===== src/lpmc_pkg.sv =====
// Package for the low power mode controller: register map, fields, timing
package lpmc_pkg;

  // ------------------------------------------------------------------
  // Register offsets (byte addresses on APB)
  // ------------------------------------------------------------------
  localparam logic [7:0] LPMC_CFG1_OFS = 8'h00;   // system_config_one
  localparam logic [7:0] LPMC_CFG2_OFS = 8'h04;   // system_config_two
  localparam logic [7:0] LPMC_CMD_OFS = 8'h08;    // instruction strobes
  localparam logic [7:0] LPMC_STAT_OFS = 8'h0C;   // mode and wake status
  localparam logic [7:0] LPMC_MASK_OFS = 8'h10;   // ext, kbd and processor interrupt masks
  localparam logic [7:0] LPMC_WDOG_OFS = 8'h14;   // watchdog control

  // ------------------------------------------------------------------
  // Field positions
  // ------------------------------------------------------------------
  localparam int LPMC_CFG1_STOP_EN = 0;
  localparam int LPMC_CFG1_SHORT_RECOVERY_SELECT = 1;
  localparam int LPMC_CFG1_SVM_EN = 2;
  localparam int LPMC_CFG1_SVM_RST = 3;
  localparam int LPMC_CFG2_OSC_RUN = 0;
  localparam int LPMC_CMD_WAIT = 0;
  localparam int LPMC_CMD_STOP = 1;
  localparam int LPMC_MASK_EXT = 0;
  localparam int LPMC_MASK_KBD = 1;
  localparam int LPMC_MASK_CPU = 2;
  localparam int LPMC_WDOG_EN = 0;
  localparam int LPMC_WDOG_SERVICE = 1;

  // Reset values
  localparam logic [3:0] LPMC_CFG1_RST = 4'h4;
  localparam logic [0:0] LPMC_CFG2_RST = 1'h0;
  localparam logic [1:0] LPMC_MASK_RST = 2'h0;
  localparam logic [0:0] LPMC_WDOG_RST = 1'h0;

  // ------------------------------------------------------------------
  // Timing: recovery in reference clock cycles
  // ------------------------------------------------------------------
  localparam int LPMC_REC_LONG = 4096;
  localparam int LPMC_REC_SHORT = 32;
  localparam int LPMC_REC_W = 12;
  localparam int LPMC_WDOG_TIMEOUT = 262144;

  // Controller state
  typedef enum logic [1:0] {
    LPMC_RUN,
    LPMC_WAIT,
    LPMC_STOP,
    LPMC_RECOVER
  } lpmc_state_t;

  // Per-peripheral mode indications
  typedef struct packed {
    logic wait_active;
    logic stop_active;
  } lpmc_mode_t;

  // Wake sources grouped
  typedef struct packed {
    logic adc;
    logic brk;
    logic clock_generator_unit;
    logic ext;
    logic kbd;
    logic sci;
    logic spi;
    logic tim;
    logic periodic_tick_unit;
  } lpmc_wake_t;

  // Clock gates driven out
  typedef struct packed {
    logic cpu_clk_en;
    logic bus_clk_en;
    logic osc_en;
    logic pll_en;
  } lpmc_clk_t;

endpackage


===== src/lpmc_ctrl.sv =====
// Low power mode controller: wait/stop entry, gating, wake and recovery
`timescale 1ns/1ns
module lpmc_ctrl #(
  parameter int REC_LONG = lpmc_pkg::LPMC_REC_LONG,
  parameter int REC_SHORT = lpmc_pkg::LPMC_REC_SHORT,
  parameter int WDOG_TIMEOUT = lpmc_pkg::LPMC_WDOG_TIMEOUT
) (
  // Clock, reset, enable
  input wire logic pclk,
  input wire logic presetn,
  input wire logic clk_en,
  // APB slave
  input wire logic psel,
  input wire logic penable,
  input wire logic pwrite,
  input wire logic [7:0] paddr,
  input wire logic [31:0] pwdata,
  output logic [31:0] prdata,
  output logic pready,
  output logic pslverr,
  // Reference clock tick (oscillator, synchronous)
  input wire logic ref_tick,
  // Wake requests from peripherals, already enable-gated
  input wire lpmc_pkg::lpmc_wake_t wake_req,
  // Supply monitor trip
  input wire logic svm_trip,
  // Clock gates
  output lpmc_pkg::lpmc_clk_t clk_gate,
  // Per-peripheral mode indications
  output lpmc_pkg::lpmc_mode_t mode_adc,
  output lpmc_pkg::lpmc_mode_t mode_brk,
  output lpmc_pkg::lpmc_mode_t mode_sci,
  output lpmc_pkg::lpmc_mode_t mode_spi,
  output lpmc_pkg::lpmc_mode_t mode_tim,
  output lpmc_pkg::lpmc_mode_t mode_tbm,
  // Peripheral side effects
  output logic adc_abort,
  output logic spi_reset,
  output logic integ_cnt_clear,
  output logic wdog_ref_en,
  // Processor interrupt mask and system reset request
  output logic cpu_irq_mask,
  output logic sys_reset_req
);

  // ------------------------------------------------------------------
  // Registers
  // ------------------------------------------------------------------
  lpmc_pkg::lpmc_state_t state_ff, nxt_state;
  logic [3:0] cfg1_ff;
  logic [0:0] cfg2_ff;
  logic [1:0] mask_ff;
  logic [0:0] wdog_en_ff;
  logic cpu_mask_ff;
  logic stop_refused_ff;
  logic reset_wake_ff;
  logic [31:0] prdata_ff;
  logic [$clog2(WDOG_TIMEOUT+1)-1:0] wdog_cnt_ff;
  logic sys_rst_ff;

  logic wr_en, rd_en, addr_ok;
  logic cmd_wait, cmd_stop;
  logic osc_run, in_wait, in_stop, in_rec;
  logic wake_wait, wake_stop, rec_start, rec_busy, rec_done;
  logic wdog_service, wdog_timeout;

  // ------------------------------------------------------------------
  // APB decode; zero wait states, so each access ends in one cycle
  // ------------------------------------------------------------------
  assign pready = 1'b1;
  assign wr_en = psel && penable && pwrite && clk_en;
  assign rd_en = psel && penable && !pwrite && clk_en;
  always_comb begin
    unique case (paddr)
      lpmc_pkg::LPMC_CFG1_OFS, lpmc_pkg::LPMC_CFG2_OFS, lpmc_pkg::LPMC_CMD_OFS,
      lpmc_pkg::LPMC_STAT_OFS, lpmc_pkg::LPMC_MASK_OFS,
      lpmc_pkg::LPMC_WDOG_OFS: addr_ok = 1'b1;
      default: addr_ok = 1'b0;
    endcase
  end
  // Unmapped addresses answer with an error, writes dropped
  assign pslverr = psel && penable && !addr_ok;

  assign cmd_wait = wr_en && paddr == lpmc_pkg::LPMC_CMD_OFS
                    && pwdata[lpmc_pkg::LPMC_CMD_WAIT];
  assign cmd_stop = wr_en && paddr == lpmc_pkg::LPMC_CMD_OFS
                    && pwdata[lpmc_pkg::LPMC_CMD_STOP] && !pwdata[lpmc_pkg::LPMC_CMD_WAIT];
  assign wdog_service = wr_en && paddr == lpmc_pkg::LPMC_WDOG_OFS
                        && pwdata[lpmc_pkg::LPMC_WDOG_SERVICE];

  // ------------------------------------------------------------------
  // Configuration registers
  // ------------------------------------------------------------------
  // Config writes are accepted in every mode; only clk_en low blocks them
  always_ff @(posedge pclk or negedge presetn) begin
    if (!presetn) begin
      cfg1_ff <= lpmc_pkg::LPMC_CFG1_RST;
      cfg2_ff <= lpmc_pkg::LPMC_CFG2_RST;
      mask_ff <= lpmc_pkg::LPMC_MASK_RST;
      wdog_en_ff <= lpmc_pkg::LPMC_WDOG_RST;
    end else if (wr_en) begin
      if (paddr == lpmc_pkg::LPMC_CFG1_OFS) cfg1_ff <= pwdata[3:0];
      if (paddr == lpmc_pkg::LPMC_CFG2_OFS) cfg2_ff <= pwdata[0:0];
      if (paddr == lpmc_pkg::LPMC_MASK_OFS) mask_ff <= pwdata[1:0];
      if (paddr == lpmc_pkg::LPMC_WDOG_OFS) wdog_en_ff <= pwdata[0:0];
    end
  end

  assign osc_run = cfg2_ff[lpmc_pkg::LPMC_CFG2_OSC_RUN];

  // ------------------------------------------------------------------
  // Wake qualification
  // ------------------------------------------------------------------
  assign wake_wait = wake_req.adc || wake_req.brk || wake_req.clock_generator_unit
                     || (wake_req.ext && !mask_ff[lpmc_pkg::LPMC_MASK_EXT])
                     || (wake_req.kbd && !mask_ff[lpmc_pkg::LPMC_MASK_KBD])
                     || wake_req.sci || wake_req.spi || wake_req.tim
                     || wake_req.periodic_tick_unit;
  // In stop only external pins, break and tick (with oscillator) can wake
  assign wake_stop = (wake_req.ext && !mask_ff[lpmc_pkg::LPMC_MASK_EXT])
                     || (wake_req.kbd && !mask_ff[lpmc_pkg::LPMC_MASK_KBD])
                     || wake_req.brk
                     || (wake_req.periodic_tick_unit && osc_run);

  // ------------------------------------------------------------------
  // Mode state machine
  // ------------------------------------------------------------------
  always_comb begin
    nxt_state = state_ff;
    unique case (state_ff)
      lpmc_pkg::LPMC_RUN: begin
        if (cmd_wait) nxt_state = lpmc_pkg::LPMC_WAIT;
        else if (cmd_stop && cfg1_ff[lpmc_pkg::LPMC_CFG1_STOP_EN])
          nxt_state = lpmc_pkg::LPMC_STOP;
      end
      lpmc_pkg::LPMC_WAIT: if (wake_wait) nxt_state = lpmc_pkg::LPMC_RUN;
      lpmc_pkg::LPMC_STOP: if (wake_stop || sys_rst_ff) nxt_state = lpmc_pkg::LPMC_RECOVER;
      lpmc_pkg::LPMC_RECOVER: if (rec_done) nxt_state = lpmc_pkg::LPMC_RUN;
    endcase
    // A system reset request pulls run or wait back to run; stop and recovery go on through recovery
    if (sys_rst_ff && state_ff != lpmc_pkg::LPMC_STOP
        && state_ff != lpmc_pkg::LPMC_RECOVER) nxt_state = lpmc_pkg::LPMC_RUN;
  end

  always_ff @(posedge pclk or negedge presetn) begin
    if (!presetn) state_ff <= lpmc_pkg::LPMC_RUN;
    else if (clk_en) state_ff <= nxt_state;
  end

  assign in_wait = state_ff == lpmc_pkg::LPMC_WAIT;
  assign in_stop = state_ff == lpmc_pkg::LPMC_STOP;
  assign in_rec = state_ff == lpmc_pkg::LPMC_RECOVER;
  assign rec_start = in_stop && nxt_state == lpmc_pkg::LPMC_RECOVER;

  // Remember whether stop was left by reset, for serial abort
  always_ff @(posedge pclk or negedge presetn) begin
    if (!presetn) reset_wake_ff <= 1'b0;
    else if (clk_en && rec_start) reset_wake_ff <= sys_rst_ff;
  end

  // Stop recovery timing on reference ticks
  lpmc_recovery #(
    .LONG_CYC(REC_LONG),
    .SHORT_CYC(REC_SHORT)
  ) u_rec (
    .pclk(pclk),
    .presetn(presetn),
    .clk_en(clk_en),
    .start(rec_start),
    .short_sel(cfg1_ff[lpmc_pkg::LPMC_CFG1_SHORT_RECOVERY_SELECT]),
    .ref_tick(ref_tick),
    .busy(rec_busy),
    .done(rec_done)
  );

  // ------------------------------------------------------------------
  // Processor interrupt mask
  // ------------------------------------------------------------------
  // Mask set by reset, cleared on entry; interrupt exit leaves it clear
  always_ff @(posedge pclk or negedge presetn) begin
    if (!presetn) cpu_mask_ff <= 1'b1;
    else if (clk_en) begin
      if (sys_rst_ff) cpu_mask_ff <= 1'b1;
      else if (state_ff == lpmc_pkg::LPMC_RUN && nxt_state != lpmc_pkg::LPMC_RUN)
        cpu_mask_ff <= 1'b0;
      else if (wr_en && paddr == lpmc_pkg::LPMC_MASK_OFS)
        cpu_mask_ff <= pwdata[lpmc_pkg::LPMC_MASK_CPU];
    end
  end

  // Sticky note that a stop instruction was refused
  always_ff @(posedge pclk or negedge presetn) begin
    if (!presetn) stop_refused_ff <= 1'b0;
    else if (clk_en) begin
      if (cmd_stop && !cfg1_ff[lpmc_pkg::LPMC_CFG1_STOP_EN]) stop_refused_ff <= 1'b1;
      else if (rd_en && paddr == lpmc_pkg::LPMC_STAT_OFS) stop_refused_ff <= 1'b0;
    end
  end

  // ------------------------------------------------------------------
  // Watchdog: counts except in stop (cleared) and recovery (held), reference removed in stop
  // ------------------------------------------------------------------
  assign wdog_timeout = wdog_cnt_ff == ($bits(wdog_cnt_ff))'(WDOG_TIMEOUT);
  always_ff @(posedge pclk or negedge presetn) begin
    if (!presetn) wdog_cnt_ff <= '0;
    else if (clk_en) begin
      if (wdog_service || in_stop || sys_rst_ff) wdog_cnt_ff <= '0;
      else if (wdog_en_ff[0] && ref_tick && !in_rec && !wdog_timeout)
        wdog_cnt_ff <= wdog_cnt_ff + 1'b1;
    end
  end

  // One-cycle system reset request: watchdog or supply monitor
  always_ff @(posedge pclk or negedge presetn) begin
    if (!presetn) sys_rst_ff <= 1'b0;
    else if (clk_en) begin
      sys_rst_ff <= (wdog_en_ff[0] && wdog_timeout && !sys_rst_ff)
                    || (svm_trip && cfg1_ff[lpmc_pkg::LPMC_CFG1_SVM_EN]
                        && cfg1_ff[lpmc_pkg::LPMC_CFG1_SVM_RST] && !sys_rst_ff);
    end
  end

  // ------------------------------------------------------------------
  // Read data, registered
  // ------------------------------------------------------------------
  always_ff @(posedge pclk or negedge presetn) begin
    if (!presetn) prdata_ff <= '0;
    else if (clk_en && psel && !penable) begin
      unique case (paddr)
        lpmc_pkg::LPMC_CFG1_OFS: prdata_ff <= {28'h0000000, cfg1_ff};
        lpmc_pkg::LPMC_CFG2_OFS: prdata_ff <= {31'h0, cfg2_ff};
        lpmc_pkg::LPMC_STAT_OFS: prdata_ff <= {26'h0, rec_busy, reset_wake_ff,
                                               stop_refused_ff, cpu_mask_ff, state_ff};
        lpmc_pkg::LPMC_MASK_OFS: prdata_ff <= {29'h0, cpu_mask_ff, mask_ff};
        lpmc_pkg::LPMC_WDOG_OFS: prdata_ff <= {31'h0, wdog_en_ff};
        default: prdata_ff <= '0;
      endcase
    end
  end
  assign prdata = prdata_ff;

  // ------------------------------------------------------------------
  // Clock gating outputs
  // ------------------------------------------------------------------
  assign clk_gate.cpu_clk_en = !(in_wait || in_stop || in_rec);
  assign clk_gate.bus_clk_en = !((in_stop && !osc_run) || in_rec);
  assign clk_gate.osc_en = !(in_stop && !osc_run);
  assign clk_gate.pll_en = !in_stop;
  assign wdog_ref_en = !in_stop;
  assign integ_cnt_clear = in_stop;

  // ------------------------------------------------------------------
  // Peripheral mode indications; tick unit counts as running with osc
  // ------------------------------------------------------------------
  assign mode_adc = '{wait_active: in_wait, stop_active: in_stop};
  assign mode_brk = '{wait_active: in_wait, stop_active: in_stop};
  assign mode_sci = '{wait_active: in_wait, stop_active: in_stop};
  assign mode_spi = '{wait_active: in_wait, stop_active: in_stop};
  assign mode_tim = '{wait_active: in_wait, stop_active: in_stop};
  assign mode_tbm = '{wait_active: in_wait, stop_active: in_stop && !osc_run};

  assign adc_abort = rec_start || (state_ff == lpmc_pkg::LPMC_RUN
                     && nxt_state == lpmc_pkg::LPMC_STOP);
  assign spi_reset = in_rec && reset_wake_ff;
  assign cpu_irq_mask = cpu_mask_ff;
  assign sys_reset_req = sys_rst_ff;

endmodule // lpmc_ctrl


===== src/lpmc_recovery.sv =====
// Stop recovery counter counting reference clock ticks
`timescale 1ns/1ns
module lpmc_recovery #(
  parameter int LONG_CYC = lpmc_pkg::LPMC_REC_LONG,
  parameter int SHORT_CYC = lpmc_pkg::LPMC_REC_SHORT
) (
  // Clock and reset
  input wire logic pclk,
  input wire logic presetn,
  input wire logic clk_en,
  // Control
  input wire logic start,
  input wire logic short_sel,
  input wire logic ref_tick,
  // Status
  output logic busy,
  output logic done
);

  localparam int CW = lpmc_pkg::LPMC_REC_W + 1;
  localparam logic [CW-1:0] LONG_V = CW'(LONG_CYC);
  localparam logic [CW-1:0] SHORT_V = CW'(SHORT_CYC);
  localparam logic [CW-1:0] ONE_V = CW'(1);

  logic [CW-1:0] cnt_ff;
  logic busy_ff;
  logic done_ff;

  // Load on start, decrement on each reference tick
  always_ff @(posedge pclk or negedge presetn) begin
    if (!presetn) begin
      cnt_ff <= '0;
      busy_ff <= 1'b0;
      done_ff <= 1'b0;
    end else if (clk_en) begin
      done_ff <= 1'b0;
      if (start) begin
        cnt_ff <= short_sel ? SHORT_V : LONG_V;
        busy_ff <= 1'b1;
      end else if (busy_ff && ref_tick) begin
        cnt_ff <= cnt_ff - ONE_V;
        if (cnt_ff == ONE_V) begin
          busy_ff <= 1'b0;
          done_ff <= 1'b1;
        end
      end
    end
  end

  assign busy = busy_ff;
  assign done = done_ff;

endmodule // lpmc_recovery


===== config.mk =====
export PLATFORM = sky130hd
export DESIGN_NAME = lpmc_ctrl
export DESIGN_NICKNAME = d
export VERILOG_FILES = /design/src/lpmc_pkg.sv /design/src/lpmc_ctrl.sv /design/src/lpmc_recovery.sv
export SDC_FILE = /design/constraint.sdc
export NUM_CORES = 1
export LEC_CHECK = 0
export ABC_AREA = 1
export ABC_CLOCK_PERIOD_IN_PS = 3010
export BUFFER_PORTS_ARGS = -buffer_cell sky130_fd_sc_hd__buf_2
export CAP_MARGIN = 20
export CORE_MARGIN = 8
export CORE_UTILIZATION = 56
export CTS_CLUSTER_SIZE = 10
export DETAILED_ROUTE_END_ITERATION = 8
export PLACE_DENSITY = 0.86
export SLEW_MARGIN = 20
export SYNTH_ARGS = -nofsm -noshare
export SYNTH_HDL_FRONTEND = slang
export SYNTH_SLANG_ARGS = --single-unit

===== constraint.sdc =====
create_clock -name pclk -period 3.01 [get_ports pclk]
set_input_delay 0.1505 -clock pclk [delete_from_list [all_inputs] [get_ports pclk]]
set_output_delay 0.1505 -clock pclk [all_outputs]
set_load 0.005 [all_outputs]

==> flow_metrics.tcl <==
set metrics [dict create \
    drc_errors 0 \
    yosys_warnings 0 \
    drt-initial-drc-count 312 \
    status "complete, no violations" \
    clkLatencyLatePin_ns 0.31 \
    cts_buffer_depth 2 \
    path_class "reg -> reg" \
    dp_slack_ns 1.17 \
    rsz0062_at_grt "false" \
    grt-ovfl-total 0 \
    synthSimpleGateAreaFrac 0.324 \
    syn_area_um2 3610 \
    start_kind "flip-flop" \
    period_share 0.625 \
    ios 113 \
    power_frac_seq 0.466 \
    viasPerCell 5.38 \
    dr.pass1.iters 5 \
    grt_max_degree 33 \
    synth.avg_cell_area_um2 7.50 \
    critPathSlowestCell "dfrtp_1" \
    cts.htree.levels 2 \
    cts.clk_slew.worst_paths_ns 0.09 \
    final-max-slew-violation-count 0 \
    cts.sinks 54 \
    p_sw_frac 0.368 \
    gp_congestion 0.970 \
    die_w_um 96.3 \
    vdd_ir_drop_max_v 0.000335 \
    tns_ns 0 \
    grtUsageTotal 0.189 \
    core_um2 6310 \
    synthMuxAreaShare 0.00623 \
    fin_cells 609 \
    p_comb_frac 0.311 \
    power.switching_mw 0.797 \
    num_antenna_cells 0 \
    synthCells 482 \
    layout_min_cycle_time_ns 1.88 \
    cp.arrival_ns 2.08 \
    wl_um 8460 \
    synth_adder_area_share 0.0139 \
    routedWlPerCell_um 13.9 \
    drive_gt1_frac 0.175 \
    intPower_mw 1.37 \
    numPlacedInstances 600 \
    path_cells "inv_1 -> ha_1 -> nand2_1 -> nor3_1 -> nand4_1 -> nand2_2 -> nand2_8 -> inv_4 -> nor2_2 -> nor2_1 -> nor2_1" \
    syn2layout_area_growth_pct 7.72 \
    initial_core_util 0.572 \
    drtAntennaViolNets 0 \
    powerDensity_nw_per_um2 556 \
    tightest_slew_ns 0.715 \
    clockRootBuffer "clkbuf_8" \
    dp_hpwl_um 6670 \
    cpLargestDelayFamily "simple AND/OR/NAND/NOR gates" \
    vias 3276 \
    worst_ep_required_time_ns 3.21 \
    post_cts_resized 0 \
    synth.area.top_cells "dfrtp_1 36%, nand2_1 9.7%, buf_4 8.1%, inv_1 6.4%, nor2_1 5.7%" \
    numCtsBuffers 5 \
    synth_edf_count 0 \
    dieArea_um2 9280 \
    synth_compound_area_frac 0.0848 \
    crit_path_max_fanout 27 \
    cts_tree "built" \
    netlist.area_leader.share 0.360 \
    grt_first_pass_wirelength_um 14000 \
    io_buffers 57 \
    maxSlewHeadroom 0.524 \
    clkPwrFrac 0.223 \
    worst-path-buf-inv 2 \
    hp-class "in -> reg" \
    synth_top_family_by_area "simple AND/OR/NAND/NOR gates" \
    synth_cell_types 41 \
    yosysTopAreaCell "dfrtp_1" \
    setup_viol 0 \
    crit_top_cell "nor2_1" \
    seq_area_frac_synth 0.375 \
    grt_pass1_vias 2995 \
    max_stage_delay_ns 0.45 \
    rows 29 \
    fmax_mhz 532 \
    drv_cap 0 \
    setup_ws_ns 1.13 \
    ys.flop_type "dfrtp_1" \
    p_leak_nw 1.98 \
    die_h_um 96.3 \
    grt_antenna_before_repair 0 \
    layout.nets 592 \
    synth_xor_area_frac 0.0364 \
    cp-end-kind "flip-flop" \
    finClkSkew_ns 0.00980 \
    ys_ff_latch 54 \
    hold_viol 0 \
    async_flop_share 1.00 \
]
## layer usage
layer	wire [um]	track usage
met2	4150	0.323
met4	149	0.0593
met5	0	0
met3	717	0.0273
met1	3450	0.240
## metrics by stage
| step | util | instance area, um2 | hold slack, ns | total power, mW |
|---|---|---|---|---|
| floorplan | - | 3710 | -0.145 | 1.53 |
| global placement | 0.598 | 3780 | 0.240 | 1.65 |
| detailed placement | 0.598 | 3780 | 0.252 | 1.69 |
| CTS | 0.617 | 3890 | 0.0692 | 2.17 |
| global route | 0.617 | 3890 | 0.0685 | 2.33 |
| finish | 0.617 | 3890 | 0.0727 | 2.16 |
## area by class of cell
class / instances / area, um2
clock buffers: 7 / 76.3
flip-flops and latches: 54 / 1350
repair buffers: 59 / 303
well taps: 77 / 96.3
clock inverters: 1 / 30.0
inverters: 66 / 250
multi-input cells: 345 / 1780
fillers: 569 / 2420
## cell usage after synthesis (2+ instances only)
| master | instances |
|---|---|
| nand2_1 | 93 |
| inv_1 | 62 |
| nor2_1 | 55 |
| dfrtp_1 | 52 |
| buf_4 | 39 |
| nand3_1 | 33 |
| o21ai_0 | 31 |
| nand4_1 | 17 |
| xor2_1 | 12 |
| a21oi_1 | 11 |
| nor3_1 | 11 |
| nor2_4 | 5 |
| o21ai_1 | 5 |
| ha_1 | 4 |
| nand2_2 | 4 |
| nor2_2 | 4 |
| nor4_1 | 4 |
| o31ai_1 | 4 |
| xnor2_1 | 3 |
| a31oi_1 | 2 |
| and3_1 | 2 |
| buf_6 | 2 |
| conb_1 | 2 |
| dfstp_2 | 2 |
| inv_2 | 2 |
| mux2_2 | 2 |
| nand2_4 | 2 |
| nand3_2 | 2 |
| nor3b_1 | 2 |
| o22ai_1 | 2 |
## logic make-up after synthesis
kind of cell | after synthesis
AOI/OAI and AO/OA | 57
xor gates and xnor gates | 15
adders and majority gates | 4
buffers and inverters | 108
DFF | 54
muxes | 2
other | 2
and+or+nand+nor | 240
## flip-flops by register name, indices dropped and copies added (netlist names), 2 cells and up
name,count
cfg1_ff,4
mask_ff,2
prdata,6
state_ff,2
u_rec.cnt_ff,13
wdog_cnt_ff,19
## power groups by stage
stage	combinational (mW)	clock [mW]	sequential (mW)
after floorplan	0.542	0	0.988
after global placement	0.639	0	1.01
after detailed placement	0.673	0	1.02
after CTS	0.676	0.489	1.01
after global routing	0.776	0.524	1.03
final	0.674	0.482	1.01
## timing repair
action                                  in CTS  in global routing
endpoints found under the hold margin       30                  0
setup buffers                                0                  0
hold buffers                                 1                  0
endpoints found under the setup margin       0                  0
## worst paths after layout
kind                                       startpoint                    endpoint  slack, ns  cells after the start
setup / recovery           wdog_cnt_ff[0]$_DFFE_PN0P_  wdog_cnt_ff[4]$_DFFE_PN0P_       1.13                     11
hold / removal                              pwdata[3]      cfg1_ff[3]$_DFFE_PN0P_       0.07                      2
setup reg to reg           wdog_cnt_ff[0]$_DFFE_PN0P_  wdog_cnt_ff[4]$_DFFE_PN0P_       1.13                     11
hold reg to reg                 prdata[4]$_DFFE_PN0P_       prdata[4]$_DFFE_PN0P_       0.49                      2
max in group asynchronous                     presetn      cfg1_ff[2]$_DFFE_PN1P_       1.77                      3
min in group asynchronous                     presetn         cfg2_ff$_DFFE_PN0P_       0.43                      2
## cells in the final DEF, fill, tap and decap left out, drive strengths merged
cell and count:
dfrtp 52, a31oi 2, o211ai 1, nand3b 1, conb 27, xnor2 3, dfstp 2, o31ai 4
nor4 6, o22ai 2, inv 65, dlygate4sd3 1, clkinv 1, ha 4, nor3b 2, mux2 2
nor2 64, xor2 12, bufinv 1, a21oi 11, nand4 17, a41oi 1, nor3 13, clkbuf 7
nand3 35, and3 2, o21ai 36, buf 58, nand2 100
Note: power is estimated with default switching activity, not from simulation.
